--- config.mk ---
export PLATFORM = sky130hd
export DESIGN_NAME = pig_input_gate_bank
export DESIGN_NICKNAME = d
export VERILOG_FILES = /design/src/pig_pkg.sv /design/src/pig_input_gate_bank.sv
export SDC_FILE = /design/constraint.sdc
export NUM_CORES = 1
export LEC_CHECK = 0
export BUFFER_PORTS_ARGS = -buffer_cell sky130_fd_sc_hd__buf_2
export CAP_MARGIN = 30
export CORE_MARGIN = 4
export CORE_UTILIZATION = 40
export CTS_BUF_LIST = sky130_fd_sc_hd__clkbuf_8
export DETAILED_ROUTE_END_ITERATION = 7
export GPL_TIMING_DRIVEN = 0
export PLACE_DENSITY = 0.78
export SLEW_MARGIN = 20
export SYNTH_ARGS = -nofsm -noshare
export SYNTH_HDL_FRONTEND = slang
export SYNTH_SLANG_ARGS = --single-unit
--- constraint.sdc ---
create_clock -name clk_i -period 1.6 [get_ports clk_i]
set_input_delay 0.16 -clock clk_i [delete_from_list [all_inputs] [get_ports clk_i]]
set_output_delay 0.16 -clock clk_i [all_outputs]
set_load 0.02 [all_outputs]
--- src/pig_pkg.sv ---
// Constants and types for the port input gating register bank
package pig_pkg;
    localparam int PIG_NUM_PORTS = 3;
    localparam int PIG_PORT_WIDTH = 8;
    localparam int PIG_ADR_WIDTH = 16;
    localparam int PIG_DAT_WIDTH = 32;
    localparam int PIG_SEL_WIDTH = 4;
    localparam int PIG_IDX_WIDTH = 14;
    localparam int PIG_IDX_LSB = 2;

    // Register indices; byte address is four times the index
    localparam logic [13:0] PIG_IDX_PORT_B = 14'h30B9;
    localparam logic [13:0] PIG_IDX_PORT_C = 14'h30BA;
    localparam logic [13:0] PIG_IDX_PORT_D = 14'h30BB;

    localparam int PIG_PORT_B = 0;
    localparam int PIG_PORT_C = 1;
    localparam int PIG_PORT_D = 2;

    localparam logic [7:0] PIG_GATE_RESET = 8'h00;
    localparam logic [7:0] PIG_GATED_OFF = 8'h00;
    localparam logic [31:0] PIG_DAT_ZERO = 32'h0000_0000;
    localparam logic [23:0] PIG_DAT_PAD = 24'h00_0000;
    localparam int PIG_LANE_LOW = 0;

    typedef logic [PIG_PORT_WIDTH-1:0] pig_byte_t;
    typedef pig_byte_t [PIG_NUM_PORTS-1:0] pig_bank_t;

    // Classic Wishbone request bundle from the master
    typedef struct packed {
        logic cyc;
        logic stb;
        logic we;
        logic [PIG_ADR_WIDTH-1:0] adr;
        logic [PIG_SEL_WIDTH-1:0] sel;
        logic [PIG_DAT_WIDTH-1:0] dat;
    } pig_wb_req_t;
endpackage : pig_pkg

--- src/pig_input_gate_bank.sv ---
// Port B/C/D input gating registers behind a classic Wishbone slave
//
// Behaviour
// - Port B gating register at index 30B9h, bit n gates pin n.
// - Port C gating register at index 30BAh, bit n gates pin n.
// - Port D gating register at index 30BBh, bit n gates pin n.
// - A gating bit of 0 blocks that pin level from the input logic.
// - A gating bit of 1 passes that pin level to the input logic.
// - All eight bits of each register write freely and read back.
//
// Register access over Wishbone was chosen for this implementation.
`timescale 1ns/1ps
module pig_input_gate_bank (
    // Clock and reset
    input wire logic clk_i,
    input wire logic rst_i,
    // Wishbone slave
    input wire pig_pkg::pig_wb_req_t wb_req_i,
    output logic [pig_pkg::PIG_DAT_WIDTH-1:0] wb_dat_o,
    output logic wb_ack_o,
    // Pin side
    input wire pig_pkg::pig_bank_t pin_level_i,
    output pig_pkg::pig_bank_t input_gate_o,
    output pig_pkg::pig_bank_t gated_level_o
);
    import pig_pkg::*;

    // Bus handshake: one answer per request, then back to idle
    typedef enum logic {
        PIG_BUS_IDLE,
        PIG_BUS_ACK
    } pig_bus_state_t;

    // Request decode
    logic req;
    logic accept;
    logic lane_low;
    logic write_cycle;
    logic [PIG_IDX_WIDTH-1:0] idx;
    logic [PIG_PORT_WIDTH-1:0] wdat;
    wire [PIG_IDX_WIDTH-1:0] port_idx [PIG_NUM_PORTS];
    wire [PIG_NUM_PORTS-1:0] hit;
    wire [PIG_NUM_PORTS-1:0] wr_port;

    // Bus handshake state
    pig_bus_state_t bus_state;
    pig_bus_state_t next_bus_state;
    logic ack;
    logic next_ack;

    // Read data path
    pig_byte_t rd_byte;
    logic [PIG_DAT_WIDTH-1:0] rdat;
    logic [PIG_DAT_WIDTH-1:0] next_rdat;

    // Gating registers and gated levels, gathered from the per-pin cells
    wire pig_bank_t gate;
    wire pig_bank_t gated;

    // Byte address to word index; the lane bits below it are ignored
    assign idx = wb_req_i.adr[PIG_ADR_WIDTH-1:PIG_IDX_LSB];
    assign req = wb_req_i.cyc & wb_req_i.stb;
    assign accept = req & (bus_state == PIG_BUS_IDLE);
    assign lane_low = wb_req_i.sel[PIG_LANE_LOW];
    assign wdat = wb_req_i.dat[PIG_PORT_WIDTH-1:0];
    // Write lands on the edge where the master sees ack, not a cycle early
    assign write_cycle = req & ack & wb_req_i.we & lane_low;

    assign port_idx[PIG_PORT_B] = PIG_IDX_PORT_B;
    assign port_idx[PIG_PORT_C] = PIG_IDX_PORT_C;
    assign port_idx[PIG_PORT_D] = PIG_IDX_PORT_D;

    // Per-port decode and per-pin storage
    genvar p;
    genvar b;
    generate
        for (p = 0; p < PIG_NUM_PORTS; p++) begin : g_port
            assign hit[p] = (idx == port_idx[p]);
            assign wr_port[p] = write_cycle & hit[p];

            for (b = 0; b < PIG_PORT_WIDTH; b++) begin : g_pin
                logic gate_bit;
                logic next_gate_bit;
                logic gated_bit;
                logic next_gated_bit;

                // Gate bit: reset, software write through lane 0, or hold
                always_comb begin
                    if (rst_i) begin
                        next_gate_bit = PIG_GATE_RESET[b];
                    end else if (wr_port[p]) begin
                        next_gate_bit = wdat[b];
                    end else begin
                        next_gate_bit = gate_bit;
                    end
                end

                always_ff @(posedge clk_i) begin
                    gate_bit <= next_gate_bit;
                end

                // Disabled pins read low so a floating input never leaks through
                always_comb begin
                    if (rst_i) begin
                        next_gated_bit = PIG_GATED_OFF[b];
                    end else if (gate_bit) begin
                        next_gated_bit = pin_level_i[p][b];
                    end else begin
                        next_gated_bit = PIG_GATED_OFF[b];
                    end
                end

                always_ff @(posedge clk_i) begin
                    gated_bit <= next_gated_bit;
                end

                assign gate[p][b] = gate_bit;
                assign gated[p][b] = gated_bit;
            end
        end
    endgenerate

    // Read select; unmapped words read as zero
    always_comb begin
        if (hit[PIG_PORT_B]) begin
            rd_byte = gate[PIG_PORT_B];
        end else if (hit[PIG_PORT_C]) begin
            rd_byte = gate[PIG_PORT_C];
        end else if (hit[PIG_PORT_D]) begin
            rd_byte = gate[PIG_PORT_D];
        end else begin
            rd_byte = PIG_DAT_ZERO[PIG_PORT_WIDTH-1:0];
        end
    end

    // A held request is answered every other cycle, never twice in a row
    always_comb begin
        if (rst_i) begin
            next_bus_state = PIG_BUS_IDLE;
            next_ack = 1'b0;
        end else begin
            case (bus_state)
                PIG_BUS_IDLE: begin
                    if (req) begin
                        next_bus_state = PIG_BUS_ACK;
                        next_ack = 1'b1;
                    end else begin
                        next_bus_state = PIG_BUS_IDLE;
                        next_ack = 1'b0;
                    end
                end
                PIG_BUS_ACK: begin
                    next_bus_state = PIG_BUS_IDLE;
                    next_ack = 1'b0;
                end
                default: begin
                    next_bus_state = PIG_BUS_IDLE;
                    next_ack = 1'b0;
                end
            endcase
        end
    end

    always_ff @(posedge clk_i) begin
        bus_state <= next_bus_state;
        ack <= next_ack;
    end

    // Read data stands only in the ack cycle and is zero otherwise
    always_comb begin
        if (rst_i) begin
            next_rdat = PIG_DAT_ZERO;
        end else if (accept) begin
            next_rdat = {PIG_DAT_PAD, rd_byte};
        end else begin
            next_rdat = PIG_DAT_ZERO;
        end
    end

    always_ff @(posedge clk_i) begin
        rdat <= next_rdat;
    end

    assign wb_ack_o = ack;
    assign wb_dat_o = rdat;
    assign input_gate_o = gate;
    assign gated_level_o = gated;
endmodule : pig_input_gate_bank

Word level (Yosys, flattened, before mapping)
Cells that the tools add are included.
Word-level totals
  bits in registers: 81
  bits in latches: 0
  bits in writable memories: 0
  memory bits (read-only): 0
  input bits: 81
  output and inout bits: 81
  word-level logic and storage cells: 118
  memories: 0
Operators by class
  add/subtract/negate cells: 0
  multiply operators: 0
  divide/modulo/power cells: 0
  order comparisons: 0
  equal/unequal tests: 3
  shifts and indexed selects: 0
  muxes and demuxes: 5
  bitwise gates (word level): 34
  reduce and logical (&&, ||, !) cells: 25
Operators with widths (count)
  OR reduction 2 bit: 25
  == test 14 bit, second input constant: 3
  inverter 1 bit: 26
  two-way mux 8 bit: 3
  AND 1 bit: 8
  one-hot mux 1 bit (2 select lines): 1
  two-way mux 1 bit: 1

Logic depth before layout (Yosys ltp)
Gate-level depths: netlist of run 1.
  depth after elaboration: 5
  gate-level depth with buffers: 5
  depth with buffers taken out: 4

Least setup slack after synthesis of run 1
No wires, ideal clock.
  path kind: register -> register
  start point: register ack, in the netlist wb_ack_o
  end point: register g_port[2].g_pin[0].gate_bit
  library setup time: 0.072 ns
  arrival time: 1.612 ns
  data required time: 1.528 ns
  slack: -0.084 ns
  cell stages (with the launch flop): 5
  buffers on the path: 0
  period minus slack after synthesis: 1.684 ns
  cells stage by stage: dfxtp_1 nand3_1 or4_4 nor3_4 mux2i_1
Between the ends
  word-level cells in the longest chain between the ends: 4
Ends and longest elaborated chain
  start, declared: line pig_input_gate_bank.sv:48  | logic ack;
  start signal, assigned: line pig_input_gate_bank.sv:166  | ack <= next_ack;
  AND 1 bit (3 in series): line pig_input_gate_bank.sv:67  | assign write_cycle = req & ack & wb_req_i.we & lane_low;
  AND 1 bit: line pig_input_gate_bank.sv:79  | assign wr_port[p] = write_cycle & hit[p];
  end signal, assigned: line pig_input_gate_bank.sv:99  | gate_bit <= next_gate_bit;
  end, declared: line pig_input_gate_bank.sv:82  | logic gate_bit;
Every way passes these cells.
A chain may end at the register's enable or synchronous reset.

Worst setup path in the final report of run 1
  start point: register ack, in the netlist wb_ack_o
  end point: register g_port[1].g_pin[4].gate_bit
Between the ends
  word-level cells in the longest chain between the ends: 4
Ends and longest elaborated chain (line)
  AND 1 bit (3 in series): pig_input_gate_bank.sv:67
  AND 1 bit: pig_input_gate_bank.sv:79
  end signal, assigned: pig_input_gate_bank.sv:99
  end, declared: pig_input_gate_bank.sv:82
Every way passes these cells.

==> impl_metrics.yaml, run 1 <==
placement:
  io_buffers: 108
  pre_cts_ws_ns: -0.391
  place_hpwl_microns: 4660
  globalplace.congestion: 0.757
  dp.cells: 490
synth:
  synth_async_sr_flop_share_pct: 0
  ys_seq_area_share_pct: 43.1
  synth_ff_type: "dfxtp_1"
  avgSynthCellArea_sq_um: 9.38
  yosysWarnings: 0
  yosysTopAreaCell: "dfxtp_1"
  ys_top_cells_by_area: "dfxtp_1, buf_4, mux2i_1"
  yosys.cell_types.count: 20
  yosysTopAreaCellShare_pct: 43.1
  syn-cell-area_sq_um: 2650
  synthCells: 282
  yosys_register_bits: 57
  yosysMostFrequentCell: "buf_4"
  synth_edf_count: 0
  ys_top_cells_by_count: "buf_4, dfxtp_1, nor2_1, nand2b_1, inv_1"
power_and_ir_drop:
  switching_power_mw: 0.686
  p_clk_share_pct: 41.4
  p_comb_share_pct: 8.6
  seq_power_share_pct: 49.9
  internal-power_mw: 2.16
  p_leak_nw: 1.98
  ir_drop_uv: 544
  power_density_nw_per_um2: 786
  p_sw_share_pct: 24.1
cts:
  cts_buffers: 9
  cts.sinks: 57
  cts-root-buf: "clkbuf_8"
  ctsHtreeMaxLevel: 3
  cts.clk_slew.worst_paths_ns: 0.07
  clock_latency_ns: 0.33
  clockBufferDepth: 2
  ctsHoldBuffers: 0
  cts_tree: "done"
global_route:
  use_met3_pct: 4.33
  top_usage_layer: "met2"
  grt_pass1_wl_microns: 9480
  grt_use_met2_pct: 27.3
  grt_use_total_pct: 16.2
  grt_use_met1_pct: 19.2
  grt_overflow: 0
  antenna_found_initial: 0
  grt_pass1_vias: 2029
  grt_max_degree: 11
final_layout:
  antenna_cells: 0
  finalNonFillerCells: 512
  utilization_pct: 56.7
  fill_cells: 593
  final_layout_size_suffix_gt1_share_pct: 49.4
  layout.area.seq_sq_um: 1140
  area_growth_pct: 36.9
  fin_nets: 511
  multi_input_area_sq_um: 941
routing:
  vias_per_cell: 4.11
  dr_total_vias: 2104
  post_drt_wl_per_cell_microns: 12.7
  dr.first_iter.drc_count: 66
  drc_errors: 0
  drtAntennaViolNets: 0
  drt-total-wl_microns: 6480
  firstDrtPassIters: 4
floorplanning:
  core_sq_um: 6390
  rows: 29
  initial_core_util_pct: 41.4
  dieArea_sq_um: 7980
  fp.dieW_microns: 89.3
  dieHeight_microns: 89.3
  num_io_pins: 162
timing:
  slew_headroom_pct: 49.2
  finalClockSkew_ns: 0.00643
  slew_viol_final: 0
  layout_setup_ws_ns: -0.00281
  period_share_pct: 100
  rsz0062_at_grt: "true"
  max_freq_ghz: 0.624
  hold_viol_final: 0
  min_period_ns: 1.60
  tightest_slew_ns: 0.763
  setup_violations: 2
worst_setup_path:
  cp-startpoint: "wb_ack_o$_SDFF_PP0_"
  worstSetupPathType: "register to register"
  crit_path_end_kind: "register"
  crit_fanout: 8
  crit_path_start_kind: "register"
  crit_required_ns: 1.86
  r2r-start: "wb_ack_o$_SDFF_PP0_"
  worstPathArrival_ns: 1.86
run_status:
  status: "complete, but fails checks"
  violations: "negative setup slack"
worst_hold_path:
  hold_path_class: "primary input to register"
  hold_path.startpoint: "pin_level_i[0]"
job:
  max_cap_viol_count: 0
## area by class of cell
cell class                      instances  share of cell area [%]
Buffer                                 79                    15.9
Clock buffer                           11                    4.18
Clock inverter                          5                   0.622
Inverter                               25                    2.59
Multi-Input combinational cell        144                    26.0
Sequential cell                        57                    31.5
Tap cell                               77                    2.66
Timing Repair Buffer                  114                    16.6
## state kept, by name, summed over array words and instances, names as in the netlist
signal and cells:
wb_ack_o 1, g_port.g_pin.gate_bit 24, g_port.g_pin.gated_bit 24, wb_dat_o 8
## final timing paths
| check | endpoint | slack, ns | cells past startpoint |
|---|---|---|---|
| hold reg to reg | wb_ack_o$_SDFF_PP0_ | 0.45 | 1 |
| setup / recovery | g_port[1].g_pin[4].gate_bit$_SDFFE_PP0P_ | -0.003 | 5 |
| hold / removal | g_port[0].g_pin[0].gated_bit$_SDFF_PP0_ | 0.04 | 3 |
| setup reg to reg | g_port[1].g_pin[4].gate_bit$_SDFFE_PP0P_ | -0.003 | 5 |
## stage by stage
| step | hold WS, ns | cell area (sq um) | setup TNS, ns | power, mW |
|---|---|---|---|---|
| finish | 0.0358 | 3620 | -0.00545 | 2.85 |
| global route | 0.0369 | 3620 | -1.41 | 2.97 |
| CTS | 0.0237 | 3590 | -0.0135 | 2.87 |
| detailed placement | 0.378 | 3370 | -7.38 | 1.69 |
| global placement | 0.375 | 3370 | -6.41 | 1.69 |
| floorplan | 0.241 | 2730 | -0.0444 | 1.61 |
## power groups by stage
stage / sequential [mW] / combinational [mW] / clock (mW)
final: 1.42 / 0.246 / 1.18
after global routing: 1.42 / 0.269 / 1.28
after CTS: 1.42 / 0.242 / 1.21
after detailed placement: 1.45 / 0.240 / 0
after global placement: 1.45 / 0.238 / 0
after floorplan: 1.45 / 0.153 / 0
## worst max-delay path: stages, from the launching register on
cell and delay, ns:
dfxtp_2 0.35, nand3_2 0.07, or4_4 0.45, nor4b_4 0.24
buf_6 0.21, mux2i_1 0.20
## layer usage
layer,share of wire [%],wire [microns]
met1,41,2690
met2,49,3160
met3,8.2,530
met4,1.5,100
met5,0,0
## layout by cell type, fill, tap and decap left out
cell,synthesis,routed
nand3_1,2,1
nor2_1,33,33
nor3_1,2,2
inv_1,25,27
a22oi_1,8,8
conb_1,1,24
clkbuf_1,6,6
or2_1,1,1
buf_6,0,5
dfxtp_1,57,56
or4_4,1,1
nor2b_1,1,1
clkbuf_8,0,11
nand2_1,2,2
dfxtp_2,0,1
buf_2,0,108
nor3_4,2,2
clkinv_2,0,3
or3_1,1,1
nand3_2,0,1
nor4b_4,0,1
mux2i_1,24,24
mux2_2,8,8
nand2b_1,32,32
nand4b_1,2,2
buf_4,73,74
## timing repair
action | CTS | global route
pin swaps | 2 | 2
cloned | 0 | 0
endpoints found under the setup margin | 24 | 24
resized for setup | 1 | 6
buffers inserted | 6 | 0
## kinds of logic after synthesis
group | synth area share [%]
other cells | 0.142
buf+inv | 25.1
compound gates | 2.27
simple gates | 16.9
flops | 43.1
mux | 12.5
Power figures use the tool's default switching activity.
==> run 2, diff against run 1 <==
CORE_UTILIZATION = 39   (was 40)
CTS_BUF_LIST = default   (was sky130_fd_sc_hd__clkbuf_8)
PLACE_DENSITY = 0.77   (was 0.78)
==> run 2 against run 1 <==
Net effect:
- sequential power hardly changed
- the run still ends with negative setup slack left
- global-route usage shrank 0.73 points
- critical endpoint is now g_port[1].g_pin[0].gate_bit$_SDFFE_PP0P_
- clock skew shrank 0.00093 ns
- sequential share of layout area is 0.25 points higher
- register-to-register slack is essentially flat
==> impl_metrics.yaml, run 2 (same netlist as run 1, synthesis figures left out) <==
run_status:
  status: "complete, but fails checks"
  violations: "negative setup slack"
worst_setup_path:
  path_buf_inv: 1
  cp_top_family: "simple AND/OR/NAND/NOR gates"
  path_cells: "nand3_2 > or4_4 > nor4b_4 > buf_6 > mux2i_1"
  crit_path_start_kind: "register"
  reg2reg_slack_ns: -0.003
  r2r-start: "wb_ack_o$_SDFF_PP0_"
  reg2reg_depth: 5
  r2r_end: "g_port[1].g_pin[0].gate_bit$_SDFFE_PP0P_"
  worstSetupPathType: "register to register"
  crit_slowest_cell: "or4_4"
  crit_path_end_kind: "register"
  crit_required_ns: 1.85
  slowest_delay_ns: 0.48
  crit_fanout: 8
  worstPathArrival_ns: 1.85
routing:
  vias_per_cell: 4.14
  drtAntennaViolNets: 0
  dr_total_vias: 2105
  drc_errors: 0
  post_drt_wl_per_cell_microns: 12.2
  dr.first_iter.drc_count: 32
  firstDrtPassIters: 4
  drt-total-wl_microns: 6230
global_route:
  grt_use_total_pct: 15.4
  antenna_found_initial: 0
  grt_max_degree: 11
  grt_pass1_vias: 2098
  grt_pass1_wl_microns: 9960
  grt_overflow: 0
timing:
  slew_viol_final: 0
  period_share_pct: 100
  setup_violations: 1
  hold_viol_final: 0
  layout_setup_ws_ns: -0.00331
  timing.hold.ws_ns: 0.0463
  max_freq_ghz: 0.624
  min_period_ns: 1.60
  tightest_slew_ns: 0.785
  rsz0062_at_grt: "true"
  finalClockSkew_ns: 0.00551
  slew_headroom_pct: 47.7
final_layout:
  multi_input_area_sq_um: 945
  fin_nets: 510
  final_layout_size_suffix_gt1_share_pct: 48.8
  area_growth_pct: 35.8
  layout.area.seq_sq_um: 1140
  final_cell_mix: "buf_2, buf_4, dfxtp_1, nor2_1, nand2b_1"
  fill_cells: 617
  layout_commonest_cell: "buf_2"
  antenna_cells: 0
cts:
  ctsHtreeMaxLevel: 3
  cts.sinks: 57
  cts_buffers: 9
  cts-root-buf: "clkbuf_8"
  ctsHoldBuffers: 0
  cts.clk_slew.worst_paths_ns: 0.06
  clock_latency_ns: 0.32
  clockBufferDepth: 2
  cts_tree: "done"
worst_hold_path:
  hold_depth: 3
  hold_path.startpoint: "pin_level_i[1]"
  hold_path_class: "primary input to register"
  hold_end: "g_port[0].g_pin[1].gated_bit$_SDFF_PP0_"
floorplanning:
  initial_core_util_pct: 41.0
  rows: 29
  fp.dieW_microns: 90.4
  num_io_pins: 162
  dieHeight_microns: 90.4
  core_sq_um: 6460
  dieArea_sq_um: 8170
power_and_ir_drop:
  p_total_mw: 2.71
  p_sw_share_pct: 23.4
  internal-power_mw: 2.08
  p_comb_share_pct: 9.0
  power_density_nw_per_um2: 755
  ir_drop_uv: 406
  p_leak_nw: 1.95
  switching_power_mw: 0.636
  p_clk_share_pct: 38.6
  seq_power_share_pct: 52.4
placement:
  io_buffers: 108
  place_hpwl_microns: 4640
  globalplace.congestion: 0.741
job:
  max_cap_viol_count: 0
==> run 2: final cells by class <==
type,count,share of cell area [%]
Sequential cell,57,31.8
Multi-Input combinational cell,144,26.3
Timing Repair Buffer,113,16.6
Buffer,79,16.0
Clock buffer,13,3.86
Tap cell,77,2.68
Inverter,25,2.61
Clock inverter,1,0.139
==> run 2: worst max-delay path by stage <==
stage / from / to / slack, ns / cells after the start
floorplan: wb_req_i[49] / g_port[1].g_pin[0].gate_bit$_SDFFE_PP0P_ / -0.006 / 5
global placement: wb_req_i[38] / g_port[2].g_pin[3].gate_bit$_SDFFE_PP0P_ / -0.33 / 5
detailed placement: wb_req_i[49] / g_port[0].g_pin[6].gate_bit$_SDFFE_PP0P_ / -0.38 / 5
CTS: wb_ack_o$_SDFF_PP0_ / g_port[1].g_pin[0].gate_bit$_SDFFE_PP0P_ / -0.06 / 5
global route: wb_ack_o$_SDFF_PP0_ / g_port[1].g_pin[2].gate_bit$_SDFFE_PP0P_ / -0.09 / 5
finish: wb_ack_o$_SDFF_PP0_ / g_port[1].g_pin[0].gate_bit$_SDFFE_PP0P_ / -0.003 / 5
==> run 2: through the flow <==
| step | instance area (sq um) | utilization [%] | TNS (ns) | cells | setup WS (ns) |
|---|---|---|---|---|---|
| 2_1_floorplan | 2730 | - | -0.0444 | 305 | -0.00555 |
| 3_3_place_gp | 3370 | 52.2 | -6.82 | 490 | -0.325 |
| 3_5_place_dp | 3370 | 52.2 | -7.73 | 490 | -0.382 |
| 4_1_cts | 3570 | 55.3 | -0.343 | 509 | -0.0616 |
| 5_1_grt | 3590 | 55.6 | -0.503 | 509 | -0.0866 |
| 6_report | 3590 | 55.6 | -0.00331 | 509 | -0.00331 |
==> run 2: repair_timing <==
action,4_1_cts,5_1_grt
buffers inserted,5,0
pin swaps,2,2
setup endpoints to repair,24,18
gates resized for setup,1,5
==> run 2: power groups by stage <==
stage                     registers, mW  clock network [mW]  logic [mW]
after floorplan                    1.45                   0       0.153
after global placement             1.45                   0       0.238
after detailed placement           1.45                   0       0.240
after global routing               1.42                1.13       0.269
after CTS                          1.42                1.08       0.243
final                              1.42                1.05       0.245
==> run 2: worst min-delay path: stages <==
cell	delay, ns
buf_2	0.09
inv_1	0.04
nor2_1	0.03
==> run 2: per-layer routing <==
layer	vias up	wire, microns	GRT usage [%]
met4	0	97	5.36
met3	11	523	4.92
met1	910	2560	17.1
li1	1091	-	-
met2	93	3060	27.7
met5	-	0	0
==> run 3, diff against run 2 <==
BUFFER_PORTS_ARGS = -buffer_cell sky130_fd_sc_hd__buf_4   (was -buffer_cell sky130_fd_sc_hd__buf_2)
RECOVER_POWER = 25   (was default)
==> run 3 against run 2 <==
Net effect:
- the run still ends with negative setup slack left
- sequential power about the same
- die area unchanged
- clock power rose by 47%
- count of clock-buffer cells in the layout did not move
- power up 19%
- via count fell by 0.81%
- utilization rose by 4.9 points
- routed wire length rose by 2.8%
- worst hold slack gained 0.0024 ns
- sequential cell count is the same
- maximum frequency shrank 2.1%
- critical endpoint is now g_port[1].g_pin[2].gate_bit$_SDFFE_PP0P_
==> impl_metrics.yaml, run 3 (same netlist as run 1, synthesis figures left out) <==
run_status:
  status: "complete, but fails checks"
  violations: "negative setup slack"
cts:
  cts_buffers: 9
  clockBufferDepth: 2
  cts-root-buf: "clkbuf_8"
  ctsHtreeMaxLevel: 3
  cts.clk_slew.worst_paths_ns: 0.07
  ctsHoldBuffers: 0
  cts_tree: "done"
  clock_latency_ns: 0.32
  cts.sinks: 57
worst_setup_path:
  worstPathArrival_ns: 1.89
  crit_required_ns: 1.85
  crit_slowest_cell: "or4_4"
  reg2reg_slack_ns: -0.04
  path_cells: "nand3_2 > or4_4 > nor4b_2 > buf_4 > mux2i_1"
  slowest_delay_ns: 0.47
  worstSetupPathType: "register to register"
  crit_path_end_kind: "register"
  crit_path_start_kind: "register"
  r2r-start: "wb_ack_o$_SDFF_PP0_"
  reg2reg_depth: 5
  crit_fanout: 8
  r2r_end: "g_port[1].g_pin[2].gate_bit$_SDFFE_PP0P_"
routing:
  post_drt_wl_per_cell_microns: 12.5
  drt-total-wl_microns: 6410
  vias_per_cell: 4.09
  dr.first_iter.drc_count: 69
  drc_errors: 0
  drtAntennaViolNets: 0
  dr_total_vias: 2088
  firstDrtPassIters: 4
power_and_ir_drop:
  power_density_nw_per_um2: 828
  p_leak_nw: 2.02
  ir_drop_uv: 519
  p_total_mw: 3.24
floorplanning:
  dieArea_sq_um: 8170
  core_sq_um: 6460
  initial_core_util_pct: 41.0
  fp.dieW_microns: 90.4
  num_io_pins: 162
  dieHeight_microns: 90.4
  rows: 29
final_layout:
  layout_commonest_cell: "buf_4"
  final_cell_mix: "buf_4, dfxtp_1, nor2_1, nand2b_1, inv_1"
  antenna_cells: 0
  area_growth_pct: 47.8
  final_area_sq_um: 3910
  fin_nets: 511
  final_layout_size_suffix_gt1_share_pct: 49.1
timing:
  slew_viol_final: 0
  slew_headroom_pct: 50.2
  setup_tns_ns: -0.241
  setup_violations: 8
  hold_viol_final: 0
  finalClockSkew_ns: 0.00766
  rsz0062_at_grt: "true"
  timing.hold.ws_ns: 0.0487
  period_share_pct: 102
  min_period_ns: 1.64
  max_freq_ghz: 0.610
  layout_setup_ws_ns: -0.0380
  tightest_slew_ns: 0.746
global_route:
  grt_pass1_vias: 2214
  grt_use_total_pct: 15.8
  grt_overflow: 0
  grt_max_degree: 11
  grt_pass1_wl_microns: 10300
  antenna_found_initial: 0
job:
  max_cap_viol_count: 0
worst_hold_path:
  hold_end: "g_port[0].g_pin[6].gated_bit$_SDFF_PP0_"
  hold_path.startpoint: "pin_level_i[6]"
  hold_depth: 3
  hold_path_class: "primary input to register"
placement:
  placed_area_sq_um: 3640
  globalplace.congestion: 0.706
  io_buffers: 108
  place_hpwl_microns: 4770
## run 3: final cells by class
cell class	count	area [sq um]
Buffer	79	571
Timing Repair Buffer	114	848
Inverter	25	93.8
Multi-Input combinational cell	144	932
Clock buffer	13	169
Fill cell	574	2550
Tap cell	77	96.3
Clock inverter	2	60.1
Sequential cell	57	1140
## run 3: worst max path at each step
stage / from / endpoint / slack [ns] / cells past startpoint
after floorplan: wb_req_i[49] / g_port[1].g_pin[0].gate_bit$_SDFFE_PP0P_ / -0.006 / 5
after global placement: wb_req_i[49] / g_port[0].g_pin[3].gate_bit$_SDFFE_PP0P_ / -0.33 / 5
after detailed placement: wb_req_i[49] / g_port[2].g_pin[5].gate_bit$_SDFFE_PP0P_ / -0.37 / 5
after CTS: wb_ack_o$_SDFF_PP0_ / g_port[1].g_pin[2].gate_bit$_SDFFE_PP0P_ / -0.04 / 5
after global routing: wb_ack_o$_SDFF_PP0_ / g_port[1].g_pin[1].gate_bit$_SDFFE_PP0P_ / -0.08 / 5
final: wb_ack_o$_SDFF_PP0_ / g_port[1].g_pin[2].gate_bit$_SDFFE_PP0P_ / -0.04 / 5
## run 3: critical path: cells and delay by family, from the launching register on
kind	cells	cell delay (ns)
simple gates	3	0.76
buf+inv	1	0.27
mux	1	0.21
flops	1	0.34
## run 3: stage by stage
stage / setup WS [ns] / util [%] / instances
3_5_place_dp: -0.373 / 56.4 / 490
6_report: -0.0380 / 60.6 / 511
5_1_grt: -0.0823 / 60.6 / 511
3_3_place_gp: -0.330 / 56.4 / 490
4_1_cts: -0.0361 / 60.7 / 511
2_1_floorplan: -0.00555 / - / 305
## run 3: timing repair
action / 4_1_cts / 5_1_grt
endpoints found under the setup margin: 24 / 8
buffers inserted: 6 / 0
pin swaps: 2 / 0
gates resized for setup: 1 / 0
## run 3: metal layers
metal / routed length (microns) / global-route usage [%] / vias to the layer above
met1: 2730 / 18.1 / 904
li1: - / - / 1088
met3: 454 / 4.75 / 7
met4: 63 / 5.74 / 0
met5: 0 / 0 / -
met2: 3160 / 27.6 / 89
## run 3: report_power, final
group / internal (mW) / switching (mW) / leakage [nW]
clock network: 0.998 / 0.544 / 0.116
registers: 1.42 / 0.000791 / 0.459
logic: 0.147 / 0.131 / 1.44
total: 2.57 / 0.675 / 2.02
